<file path="src/include/aigc_defines.vh">
// Register offsets, field positions and reset values for input and gain configuration
`ifndef AIGC_DEFINES_VH
`define AIGC_DEFINES_VH

`define AIGC_ADDR_W 8
`define AIGC_OFS_INPUT_CHANNEL_SELECT 8'h02
`define AIGC_OFS_AMPLIFIER_GAIN_SETTING 8'h03
`define AIGC_OFS_FRONT_END_STATUS 8'h20
`define AIGC_RST_INPUT_CHANNEL_SELECT 8'h01
`define AIGC_RST_AMPLIFIER_GAIN_SETTING 8'h00
`define AIGC_POS_MSB 7
`define AIGC_POS_LSB 4
`define AIGC_NEG_MSB 3
`define AIGC_NEG_LSB 0
`define AIGC_EN_MSB 4
`define AIGC_EN_LSB 3
`define AIGC_GAIN_MSB 2
`define AIGC_GAIN_LSB 0
`define AIGC_EN_BYPASS 2'h0
`define AIGC_EN_ACTIVE 2'h1
`define AIGC_CODE_LAST_AIN 4'hB
`define AIGC_CODE_COMMON 4'hC
`define AIGC_CODE_FIRST_WIDE 4'h6
`define AIGC_READ_LATENCY 1

`endif

</file>
<file path="src/verilog/aigc_config.v">
// Input multiplexer and gain amplifier configuration registers on Avalon-MM
// Operation
// Bits 7:4 of channel select pick positive input; codes 0-11 map inputs 0-11.
// Positive selection resets to code 0000, analog input zero.
// Bits 3:0 pick negative input; codes 0-11 inputs, 1100 common pin.
// Negative selection resets to code 0001, analog input one.
// Software uses codes 0110-1011 only on the twelve-channel variant.
// Gain register at 03h, resets to all zeros, amplifier bypassed.
// Enable field 00 powers down amplifier and bypasses it.
// Enable field 01 powers amplifier and applies programmed gain 1 to 128.
// Software never writes reserved enable codes 10 or 11.
// Gain field bits 2:0 select gain two to the code power.
// Software sets gain code 000 whenever bypass is chosen.
// Channel select register at 02h, resets to 01h.
// Reserved upper gain bits read back exactly as written.
`include "aigc_defines.vh"
module aigc_config #(
  parameter WIDE_VARIANT = 1
) (
  input wire core_clk,
  input wire rst,
  input wire [7:0] avs_address,
  input wire avs_read,
  input wire avs_write,
  input wire [31:0] avs_writedata,
  input wire [3:0] avs_byteenable,
  output reg [31:0] avs_readdata,
  output reg avs_waitrequest,
  output reg [12:0] positive_input_select,
  output reg [12:0] negative_input_select,
  output reg amplifier_powered,
  output reg amplifier_bypassed,
  output reg [7:0] amplifier_gain,
  output reg config_fault
);
  reg [7:0] input_channel_select_reg;
  reg [7:0] amplifier_gain_setting_reg;
  reg [7:0] input_channel_select_next;
  reg [7:0] amplifier_gain_setting_next;
  reg done_reg;
  wire [12:0] pos_onehot;
  wire [12:0] neg_onehot;
  wire pos_valid;
  wire neg_valid;
  wire [1:0] en_field;
  wire [2:0] gain_field;
  wire access;
  wire wr_lane0;

  // One wait cycle per access keeps read data registered
  assign access = (avs_read || avs_write) && !done_reg;
  assign wr_lane0 = avs_write && !done_reg && avs_byteenable[0];
  assign en_field = amplifier_gain_setting_reg[`AIGC_EN_MSB:`AIGC_EN_LSB];
  assign gain_field = amplifier_gain_setting_reg[`AIGC_GAIN_MSB:`AIGC_GAIN_LSB];

  aigc_input_decode u_pos (
    .code(input_channel_select_reg[`AIGC_POS_MSB:`AIGC_POS_LSB]),
    .allow_common(1'b0),
    .wide_variant(WIDE_VARIANT != 0),
    .select_onehot(pos_onehot),
    .code_valid(pos_valid)
  );

  aigc_input_decode u_neg (
    .code(input_channel_select_reg[`AIGC_NEG_MSB:`AIGC_NEG_LSB]),
    .allow_common(1'b1),
    .wide_variant(WIDE_VARIANT != 0),
    .select_onehot(neg_onehot),
    .code_valid(neg_valid)
  );

  always @* begin
    input_channel_select_next = input_channel_select_reg;
    amplifier_gain_setting_next = amplifier_gain_setting_reg;
    if (wr_lane0 && avs_address == `AIGC_OFS_INPUT_CHANNEL_SELECT) begin
      input_channel_select_next = avs_writedata[7:0];
    end
    if (wr_lane0 && avs_address == `AIGC_OFS_AMPLIFIER_GAIN_SETTING) begin
      // Reserved bits stored too, so they read back as written
      amplifier_gain_setting_next = avs_writedata[7:0];
    end
  end

  always @(posedge core_clk) begin
    if (rst) begin
      input_channel_select_reg <= `AIGC_RST_INPUT_CHANNEL_SELECT; // see R2 see R4
      amplifier_gain_setting_reg <= `AIGC_RST_AMPLIFIER_GAIN_SETTING;
      done_reg <= 1'b0;
      avs_waitrequest <= 1'b1;
      avs_readdata <= 32'h00000000;
    end else begin
      input_channel_select_reg <= input_channel_select_next;
      amplifier_gain_setting_reg <= amplifier_gain_setting_next;
      done_reg <= access;
      avs_waitrequest <= !access;
      if (access && avs_read) begin
        case (avs_address)
          `AIGC_OFS_INPUT_CHANNEL_SELECT: begin
            avs_readdata <= {24'h000000, input_channel_select_reg};
          end
          `AIGC_OFS_AMPLIFIER_GAIN_SETTING: begin
            avs_readdata <= {24'h000000, amplifier_gain_setting_reg};
          end
          `AIGC_OFS_FRONT_END_STATUS: begin
            avs_readdata <= {28'h0000000, amplifier_bypassed, amplifier_powered,
                             neg_valid, pos_valid};
          end
          default: begin
            // Unmapped offsets answer with zero
            avs_readdata <= 32'h00000000;
          end
        endcase
      end
    end
  end

  // Front-end controls follow the registers one cycle later
  always @(posedge core_clk) begin
    if (rst) begin
      positive_input_select <= 13'h0001;
      negative_input_select <= 13'h0002;
      amplifier_powered <= 1'b0;
      amplifier_bypassed <= 1'b1;
      amplifier_gain <= 8'h01;
      config_fault <= 1'b0;
    end else begin
      positive_input_select <= pos_onehot;
      negative_input_select <= neg_onehot;
      case (en_field)
        `AIGC_EN_BYPASS: begin
          amplifier_powered <= 1'b0;
          amplifier_bypassed <= 1'b1;
          // Bypass forces unity even if gain field was left nonzero
          amplifier_gain <= 8'h01;
        end
        `AIGC_EN_ACTIVE: begin
          amplifier_powered <= 1'b1;
          amplifier_bypassed <= 1'b0;
          amplifier_gain <= 8'h01 << gain_field;
        end
        default: begin
          // Reserved enable codes: safe bypass state
          amplifier_powered <= 1'b0;
          amplifier_bypassed <= 1'b1;
          amplifier_gain <= 8'h01;
        end
      endcase
      // Flags misuse by software: unmapped code, reserved enable, bypass gain
      config_fault <= !pos_valid || !neg_valid || en_field[1] // see R5
        || (en_field == `AIGC_EN_BYPASS && gain_field != 3'h0);
    end
  end
endmodule // aigc_config

</file>
<file path="src/verilog/aigc_input_decode.v">
// Decodes an input selection code into a one-hot analog channel select
module aigc_input_decode (
  input wire [3:0] code,
  input wire allow_common,
  input wire wide_variant,
  output wire [12:0] select_onehot,
  output wire code_valid
);
  genvar i;
  generate
    for (i = 0; i < 12; i = i + 1) begin : g_ain
      // Inputs six and up exist only on the wide part
      assign select_onehot[i] = (code == i) && (wide_variant || (i < 6));
    end
  endgenerate
  assign select_onehot[12] = allow_common && (code == `AIGC_CODE_COMMON);
  assign code_valid = |select_onehot;
endmodule // aigc_input_decode
</file>
<file path="config.mk">
export PLATFORM = sky130hd
export DESIGN_NAME = aigc_config
export DESIGN_NICKNAME = d
export VERILOG_FILES = /design/src/verilog/aigc_config.v /design/src/verilog/aigc_input_decode.v
export VERILOG_INCLUDE_DIRS = /design/src /design/src/include
export SDC_FILE = /design/constraint.sdc
export NUM_CORES = 1
export LEC_CHECK = 0
export BUFFER_PORTS_ARGS = -buffer_cell sky130_fd_sc_hd__buf_2
export CORE_MARGIN = 5
export CORE_UTILIZATION = 45
export CTS_CLUSTER_DIAMETER = 60
export DETAILED_ROUTE_END_ITERATION = 8
export PLACE_DENSITY = 0.79
export REMOVE_ABC_BUFFERS = 1
export SETUP_SLACK_MARGIN = 0.2
export SYNTH_ARGS = -nofsm -noshare
export SYNTH_HDL_FRONTEND = slang
export SYNTH_SLANG_ARGS = --single-unit
</file>
<file path="constraint.sdc">
create_clock -name core_clk -period 1.26 [get_ports core_clk]
set_input_delay 0.126 -clock core_clk [delete_from_list [all_inputs] [get_ports core_clk]]
set_output_delay 0.126 -clock core_clk [all_outputs]
set_load 0.005 [all_outputs]
</file>
# After elaboration in Yosys (flattened, before gate mapping)

Index checks and enable logic that the tools add are counted.

Word-level logic and storage cells: 66
Input bits: 48
Output and inout bits: 70
Bits in registers: 87

Bitwise gates (word level): 1
Mux-type cells: 3
Reductions and logical operators: 22
Shifts and indexed selects: 1
Equality and inequality tests: 27

Operators by type and width:

| operator            | number |
|---|---|
| $eq 4x4->1 const B  | 9 |
| $eq 4x3->1 const B  | 8 |
| $pmux 8 s3          | 1 |
| $eq 4x2->1 const B  | 4 |
| $eq 8x2->1 const B  | 2 |
| $reduce_or 13->1    | 1 |
| $reduce_or 12->1    | 1 |
| $eq 4x1->1 const B  | 2 |
| $eq 8x6->1 const B  | 1 |
| $logic_not 4->1     | 2 |
| $shl 1x3->8 const A | 1 |
| $logic_and 1x1->1   | 7 |
| $logic_not 1->1     | 4 |
| $logic_or 1x1->1    | 4 |
| $reduce_bool 3->1   | 1 |
| $eq 2x1->1 const B  | 1 |
| $logic_not 2->1     | 1 |
| $mux 1              | 2 |
| $reduce_or 2->1     | 1 |
| $not 1->1           | 1 |

# Longest topological paths before layout

Gate-level depths: netlist of run 1.

Depth after elaboration: 6
Mapped depth: 6
Gate-level depth less buffers: 5

# Modules after synthesis

A second synthesis of run 1 with hierarchy kept.

Cell total of the unflattened synthesis: 284
Area, all modules: 2723.9 um2

Modules (own cells, without submodules):

| module            | area an instance (um2) | sequential area each (um2) | times used | cells each |
|---|---|---|---|---|
| aigc_config       | 2413.6                 | 1261.2                     | 1          | 230 |
| aigc_input_decode | 155.1                  | 0.0                        | 2          | 27 |

# Least setup slack after synthesis of run 1

Ideal clock, no wire load.

Path type: flip-flop to flip-flop
Start: reg input_channel_select_reg[0]
End: reg avs_readdata[1]
Arrival time: 999 ps
Slack: 144 ps
Data required time: 1143 ps
Stages on the path, launching flop included: 5
Library setup time: 117 ps
Path buffers: 1
Period minus slack after synthesis: 1116 ps
Path through: dfxtp_1 > clkbuf_1 > o211ai_1 > o2bb2ai_1 > a22o_1

Longest elaborated chain between the ends: 3
Elaborated cells on any way between the ends: 15
Classes of those cells: eq/ne: 12; mux: 1; reduce/logical: 2

RTL lines:

| what                                     | RTL line               | RTL |
|---|---|---|
| start: declaration                       | aigc_config.v:36       | `reg [7:0] input_channel_select_reg;` |
| start signal: assignment                 | aigc_config.v:86       | `` input_channel_select_reg <= `AIGC_RST_INPUT_CHANNEL_SELECT; `` |
| start signal: assignment                 | aigc_config.v:92       | `input_channel_select_reg <= input_channel_select_next;` |
| $eq 4x1->1, or another cell as far along | aigc_input_decode.v:13 | `assign select_onehot[i] = (code == i) && (wide_variant \|\| (i < 6));` |
| $reduce_or 13->1 (*)                     | aigc_input_decode.v:17 | `assign code_valid = \|select_onehot;` |
| $pmux 8 s3 (*)                           | aigc_config.v:97       | `case (avs_address)` |
| end signal: assignment                   | aigc_config.v:99       | `avs_readdata <= {24'h000000, input_channel_select_reg};` |
| end signal: assignment                   | aigc_config.v:102      | `avs_readdata <= {24'h000000, amplifier_gain_setting_reg};` |
| end signal: assignment                   | aigc_config.v:105      | `avs_readdata <= {28'h0000000, amplifier_bypassed, amplifier_powered,` |
| end: declaration                         | aigc_config.v:27       | `output reg [31:0] avs_readdata,` |

Mark *: on every way between the ends. The rest lies on a longest branch, timed or not.
A chain may end at the register's enable or synchronous reset.

# Final worst setup path of run 1

Start: reg done_reg
End: reg input_channel_select_reg[7]

Longest elaborated chain between the ends: 4

RTL lines:

| what                           | RTL line         | RTL |
|---|---|---|
| start: declaration             | aigc_config.v:40 | `reg done_reg;` |
| start signal: assignment       | aigc_config.v:94 | `done_reg <= access;` |
| $logic_not 1->1                | aigc_config.v:52 | `assign wr_lane0 = avs_write && !done_reg && avs_byteenable[0];` |
| $logic_and 1x1->1 (2 in a row) | aigc_config.v:52 |  |
| $logic_and 1x1->1 (no line)    | n/a              |  |

No other way between the ends.

==> summary.md, run 1 <==
| Metric | Value |
|---|---|
| Seq cells post-synth | 62 |
| Ranking of synthesized cells by area | dfxtp_1 (53%), mux2i_1 (10%), buf_4 (8.3%) |
| Critical path class | register to register |
| CTS H-tree lvls | 3 |
| CP Capture Type | register |
| Min-delay worst type | input pin to register |
| CP Max Fanout | 4 |
| # nets final | 365 |
| Buf/Inv on CP | 1 |
| Max incr delay on CP | 330 ps |
| Share of cells above drive strength 1 | 39.13% |
| F_max | 818.7 MHz |
| Wirelength per Cell | 12.97 µm |
| Synth Area per Inst | 10.09 µm² |
| Most common cell after layout, fill and taps aside | buf_2 |
| Share of async-settable or async-resettable flops after synthesis | 0% |
| EDFF count, synth | 0 |
| Synth cell types | 35 |
| Drt drc | 0 |
| Syn. warnings | 0 |
| Largest net degree at the start of global routing | 12 |
| Commonest cells after routing, fill and taps aside | buf_2 (65), dfxtp_1 (57), conb_1 (25), nand2_1 (24), mux2i_1 (24) |
| Ports | 118 |
| Clock Sink Count | 62 |
| Period utilisation layout | 96.94% |
| Outcome | finished clean |
| 1st-iter DRT viols | 73 |
| DRT Pass-1 Iters | 4 |
| Final setup violating endpoints | 0 |
| TritonCTS clock tree | yes |
| Remaining Overflow, GRT | 0 |
| Max Transition Viols Final | 0 |
| Chip width | 82.28 µm |
| Sequential element share of the synthesized area | 52.79% |
| TritonCTS Buffers | 9 |
| Die Footprint | 6770 µm² |
| Syn Inst Count | 233 |
| Critical path's slowest cell | dfxtp_2 |
| Routed WL | 5.086 mm |
| DIE HEIGHT | 82.28 µm |
| Antenna violations before repair | 0 |
| Gr usage total | 15.39% |
| Synth Cell Area | 2351 µm² |
| Launch point of the worst reg-to-reg path | done_reg |
| Worst setup path start | done_reg |
| # hold bufs at CTS | 0 |
| Max reg flops | 13 |
| Leakage | 1.438 nW |
| Largest area contributor in the netlist | dfxtp_1 |
| Min-Delay Startpoint | avs_writedata[0] |
| Vias in the first global route | 1697 |
| Reg area | 1250 µm² |
| Regs by FF count | negative_input_select: 13 flops, positive_input_select: 12 flops |
| CORE AREA | 5107 µm² |
| Number of fill cells in the layout | 441 |
| Design area | 3078 µm² |
| Multi-input logic area | 1006 µm² |
| DRT antenna net count | 0 |
| Clock buffer depth | 2 |
| CP cell instances | nor4bb_1 -> and3_1 -> buf_6 -> mux2i_1 |
| PwrDens | 1317 nW/µm² |
| Dpl cell area | 2729 µm² |
| Vias | 1842 |
| First-pass GRT wire length | 7.734 mm |
| GP Congestion | 0.8043 |
| Clock slew at reported path FFs | 60 ps |
| Main synth FF type | dfxtp_1 |
| Dpl hpwl | 3.759 mm |
| CP required | 1520 ps |
| Worst VDD drop | 0.5804 mV |
| Clk_lat worst skew | 340 ps |
| Site Rows | 26 |
| Max Clock Skew | 6.527 ps |
| Tmin final | 1221 ps |
| CP Launch Type | register |
| Crit path max-delay family | simple AND/OR/NAND/NOR gates |
| Synth top area share | 52.79% |
| Layout Area Growth over Synthesis | 30.92% |
| Starting Density | 46.03% |
| Top reg by flops | negative_input_select |
| Hold violation count in the final report | 0 |
| Antenna diodes | 0 |
| CTS root buf | clkbuf_8 |
| Arr. time, crit path | 1490 ps |
| RSZ-0062 raised after global routing | true |
| Max-cap violations | 0 |
| PortBufs | 65 |
| Min Hold Slack | 36.40 ps |
| Vias per cell | 4.699 |
[synthesized netlist by cell type (all sizes together) (2+ instances only)]
cell     count
o2bb2ai      8
mux2i       24
nor4         4
nor3        12
or2          4
a22o         4
nand2b      10
a21oi        2
nand2       25
inv          4
nor3b        3
nand3        3
dfxtp       62
clkbuf       5
buf         31
nor2        19
[report_power, final]
group          switching, mW  leakage (nW)  internal [mW]
clock network          0.748         0.108           1.16
logic                  0.101         0.827         0.0803
registers            0.00288         0.503           1.96
[logic make-up after synthesis]
kind of cell	share of synthesized area, %
AOI/OAI and AO/OA	6.493
buffers and inverters	11.07
DFF	52.79
muxes	10.22
other	0.1595
and+or+nand+nor	19.27
[final timing paths]
path	to	slack, ps	depth (start not counted)
max	input_channel_select_reg[7]	40	4
min	amplifier_gain_setting_reg[0]	40	3
max reg2reg	input_channel_select_reg[7]	40	4
min reg2reg	avs_readdata[4]	470	1
[tightest hold or removal path, delay by kind of cell]
| kind | cells | cell delay [ps] |
|---|---|---|
| and+or+nand+nor | 1 | 50 |
| buffers and inverters | 1 | 110 |
| muxes | 1 | 50 |
[repair_timing]
action	CTS	global route
setup buffers	1	3
pin swaps	1	7
gates resized for setup	11	16
setup endpoints to repair	24	38
[layout make-up]
class | instances | area share [%]
Sequential cell | 62 | 40.61
Multi-Input combinational cell | 155 | 32.68
Timing Repair Buffer | 85 | 16.06
Clock buffer | 10 | 4.472
Tap cell | 70 | 2.846
Clock inverter | 6 | 2.764
Inverter | 4 | 0.5691
[stage by stage]
stage | power (mW) | cells | TNS, ps | setup slack [ps] | util (%)
2_1_floorplan | 2.083 | 221 | 0 | 37.58 | -
3_3_place_gp | 2.167 | 372 | 0 | 31.26 | 53.43
3_5_place_dp | 2.169 | 372 | 0 | 8.534 | 53.43
4_1_cts | 4.075 | 389 | 0 | 30.80 | 58.53
5_1_grt | 4.194 | 392 | -108.2 | -25.18 | 60.26
6_report | 4.055 | 392 | 0 | 38.55 | 60.26
[layer usage]
metal	routed length (µm)	track usage, %
met2	2445	25.40
met4	144	9.635
met1	2119	17.00
met5	0	0
met3	376	4.989
Power figures use the tool's default switching activity.
==> run 2, diff against run 1 <==
--- a/config.mk
+++ b/config.mk
@@ -12,7 +12,6 @@
 export CTS_CLUSTER_DIAMETER = 60
 export DETAILED_ROUTE_END_ITERATION = 8
 export PLACE_DENSITY = 0.79
-export REMOVE_ABC_BUFFERS = 1
 export SETUP_SLACK_MARGIN = 0.2
 export SYNTH_ARGS = -nofsm -noshare
 export SYNTH_HDL_FRONTEND = slang
==> summary.md, run 2 (synthesis gave the netlist of run 1 again) <==
| Metric | Value |
|---|---|
| Outcome | finished, violations left |
| Failing checks | setup timing |
| CP cell instances | buf_4 -> and4b_1 -> nand3_2 -> buf_6 -> mux2i_1 |
| Final Power | 4.021 mW (-0.82%) |
| Crit path capture | amplifier_gain_setting_reg[0] |
| Period utilisation layout | 101.6% (+4.7 points) |
| Routed WL | 5.321 mm (+4.6%) |
| Reg2Reg Depth | 5 (+1) |
| Launch point of the worst reg-to-reg path | done_reg |
| Met3 WL | 473 µm (+26%) |
| Drt drc | 0 (unchanged) |
| Min-delay worst type | input pin to register |
| Site Rows | 26 (unchanged) |
| TritonCTS clock tree | yes |
| Max Clock Skew | 7.993 ps (+1.465 ps) |
| Commonest cells after routing, fill and taps aside | buf_2 (65), dfxtp_1 (55), conb_1 (25), nand2_1 (24), mux2i_1 (24) |
| Worst VDD drop | 0.6491 mV (+12%) |
| Placed insts | 372 (unchanged) |
| Multi-input logic area | 982.2 µm² (-2.4%) |
| DIE HEIGHT | 82.28 µm (unchanged) |
| RSZ-0062 raised after global routing | true |
| Leakage | 1.417 nW (-1.5%) |
| CP Max Fanout | 4 (unchanged) |
| CTS root buf | clkbuf_8 |
| Max incr delay on CP | 360 ps (+30 ps) |
| Routed wl met2 | 2.640 mm (+8.0%) |
| Wl on met1 | 2.090 mm (-1.4%) |
| 1st-iter DRT viols | 102 (+40%) |
| Max Transition Viols Final | 0 (unchanged) |
| Critical path class | register to register |
| CP Capture Type | register |
| Layout Area Growth over Synthesis | 28.63% |
| Starting Density | 46.03% (unchanged) |
| Max reg flops | 13 (unchanged) |
| Vias in the first global route | 1792 (+5.6%) |
| # hold bufs at CTS | 0 (unchanged) |
| Share of cells above drive strength 1 | 36.05% (-3.1 points) |
| First-pass GRT wire length | 7.990 mm (+3.3%) |
| Clock slew at reported path FFs | 60 ps (about the same) |
| Antenna diodes | 0 (unchanged) |
| Tmin final | 1281 ps (+59.30 ps) |
| Number of fill cells in the layout | 456 (+3.4%) |
| Hold violation count in the final report | 0 (unchanged) |
| Antenna violations before repair | 0 (unchanged) |
| Chip width | 82.28 µm (unchanged) |
| Dpl hpwl | 3.921 mm (+4.3%) |
| Vias | 1845 (+0.16%) |
| CORE AREA | 5107 µm² (unchanged) |
| Finished Layout Cells | 389 (-0.77%) |
| Clock buffer depth | 2 (unchanged) |
| Crit path max-delay family | simple AND/OR/NAND/NOR gates |
| # nets final | 362 (-0.82%) |
| Final setup violating endpoints | 6 (+6) |
| Clk_lat worst skew | 330 ps (about the same) |
| Reg2reg end | amplifier_gain_setting_reg[0] |
| Die Footprint | 6770 µm² (unchanged) |
| CP Launch Type | register |
| Clock Sink Count | 62 (unchanged) |
| Worst setup path start | done_reg |
| Arr. time, crit path | 1540 ps (+50 ps) |
| Dpl cell area | 2730 µm² (about the same) |
| Reg area | 1252 µm² (+0.20%) |
| Vias per cell | 4.743 (+0.94%) |
| Design area | 3024 µm² (-1.7%) |
| Top reg by flops | negative_input_select |
| CTS H-tree lvls | 3 (unchanged) |
| Setup WS post-layout | -20.75 ps (-59.30 ps) |
| PwrDens | 1330 nW/µm² (+0.95%) |
| Fin util | 59.21% (-1.1 points) |
| GP Congestion | 0.8330 (+3.6%) |
| PortBufs | 65 (unchanged) |
| Remaining Overflow, GRT | 0 (unchanged) |
| Max-cap violations | 0 (unchanged) |
| Critical path's slowest cell | dfxtp_4 |
| DRT antenna net count | 0 (unchanged) |
| Buf/Inv on CP | 2 (+1) |
| Regs by FF count | negative_input_select: 13 flops, positive_input_select: 12 flops |
| F_max | 780.8 MHz (-4.6%) |
| CP required | 1520 ps (about the same) |
| Wirelength per Cell | 13.68 µm (+5.4%) |
| Most common cell after layout, fill and taps aside | buf_2 |
| TritonCTS Buffers | 9 (unchanged) |
| R2r setup slk | -20 ps (-60 ps) |
| Crit path depth | 5 (+1) |
| DR top layer | met4 |
| Gr usage total | 16.14% (+0.75 points) |
| DRT Pass-1 Iters | 4 (unchanged) |
| Ports | 118 (unchanged) |
| Largest net degree at the start of global routing | 13 (+1) |
run 2: cell types whose count changed in the layout (fill, tap and decap cells not counted), sizes merged:
cell / change
buf: -3
clkinvlp: -1
clkinv: -2
clkbuf: +3
run 2: layout make-up:
type	instances	share of cell area, %
flip-flops and latches	62	41.41
well taps	70	2.896
clock inverters	3	2.234
clock buffers	13	4.923
inverters	4	0.5792
multi-input cells	155	32.48
repair buffers	82	15.47
run 2: how the worst min path moves through the flow:
| stage | start | to | depth (start not counted) |
|---|---|---|---|
| after floorplan | avs_read | done_reg | 1 |
| after global placement | rst | config_fault | 2 |
| after detailed placement | avs_read | done_reg | 2 |
| after CTS | avs_read | done_reg | 2 |
| after global routing | avs_read | done_reg | 2 |
| final | avs_read | done_reg | 2 |
run 2: layer usage:
layer,global-route usage (%),vias to the layer above
li1,-,907
met1,16.33,857
met2,28.29,71
met3,6.725,10
met4,8.140,0
met5,0,-
run 2: per-stage QoR:
| step | setup TNS, ps | setup WS (ps) | hold WS (ps) |
|---|---|---|---|
| final | -59.00 | -20.75 | 43.89 |
| after global routing | -772.7 | -82.19 | 34.27 |
| after CTS | 0 | 18.75 | 29.60 |
| after detailed placement | -0.1358 | -0.1358 | 383.6 |
| after global placement | 0 | 35.00 | 378.1 |
| after floorplan | 0 | 175.4 | 257.7 |
run 2: timing repair:
item / in CTS / in global routing
gates resized for setup: 8 / 13
setup buffers: 0 / 1
pin swaps: 2 / 6
setup endpoints to repair: 25 / 38
run 2: report_power, final:
group | total (mW) | switching, mW | internal, mW
Clock | 1.87 | 0.702 | 1.17
Combinational | 0.179 | 0.103 | 0.0761
Sequential | 1.97 | 0.00466 | 1.97
Total | 4.02 | 0.810 | 3.21
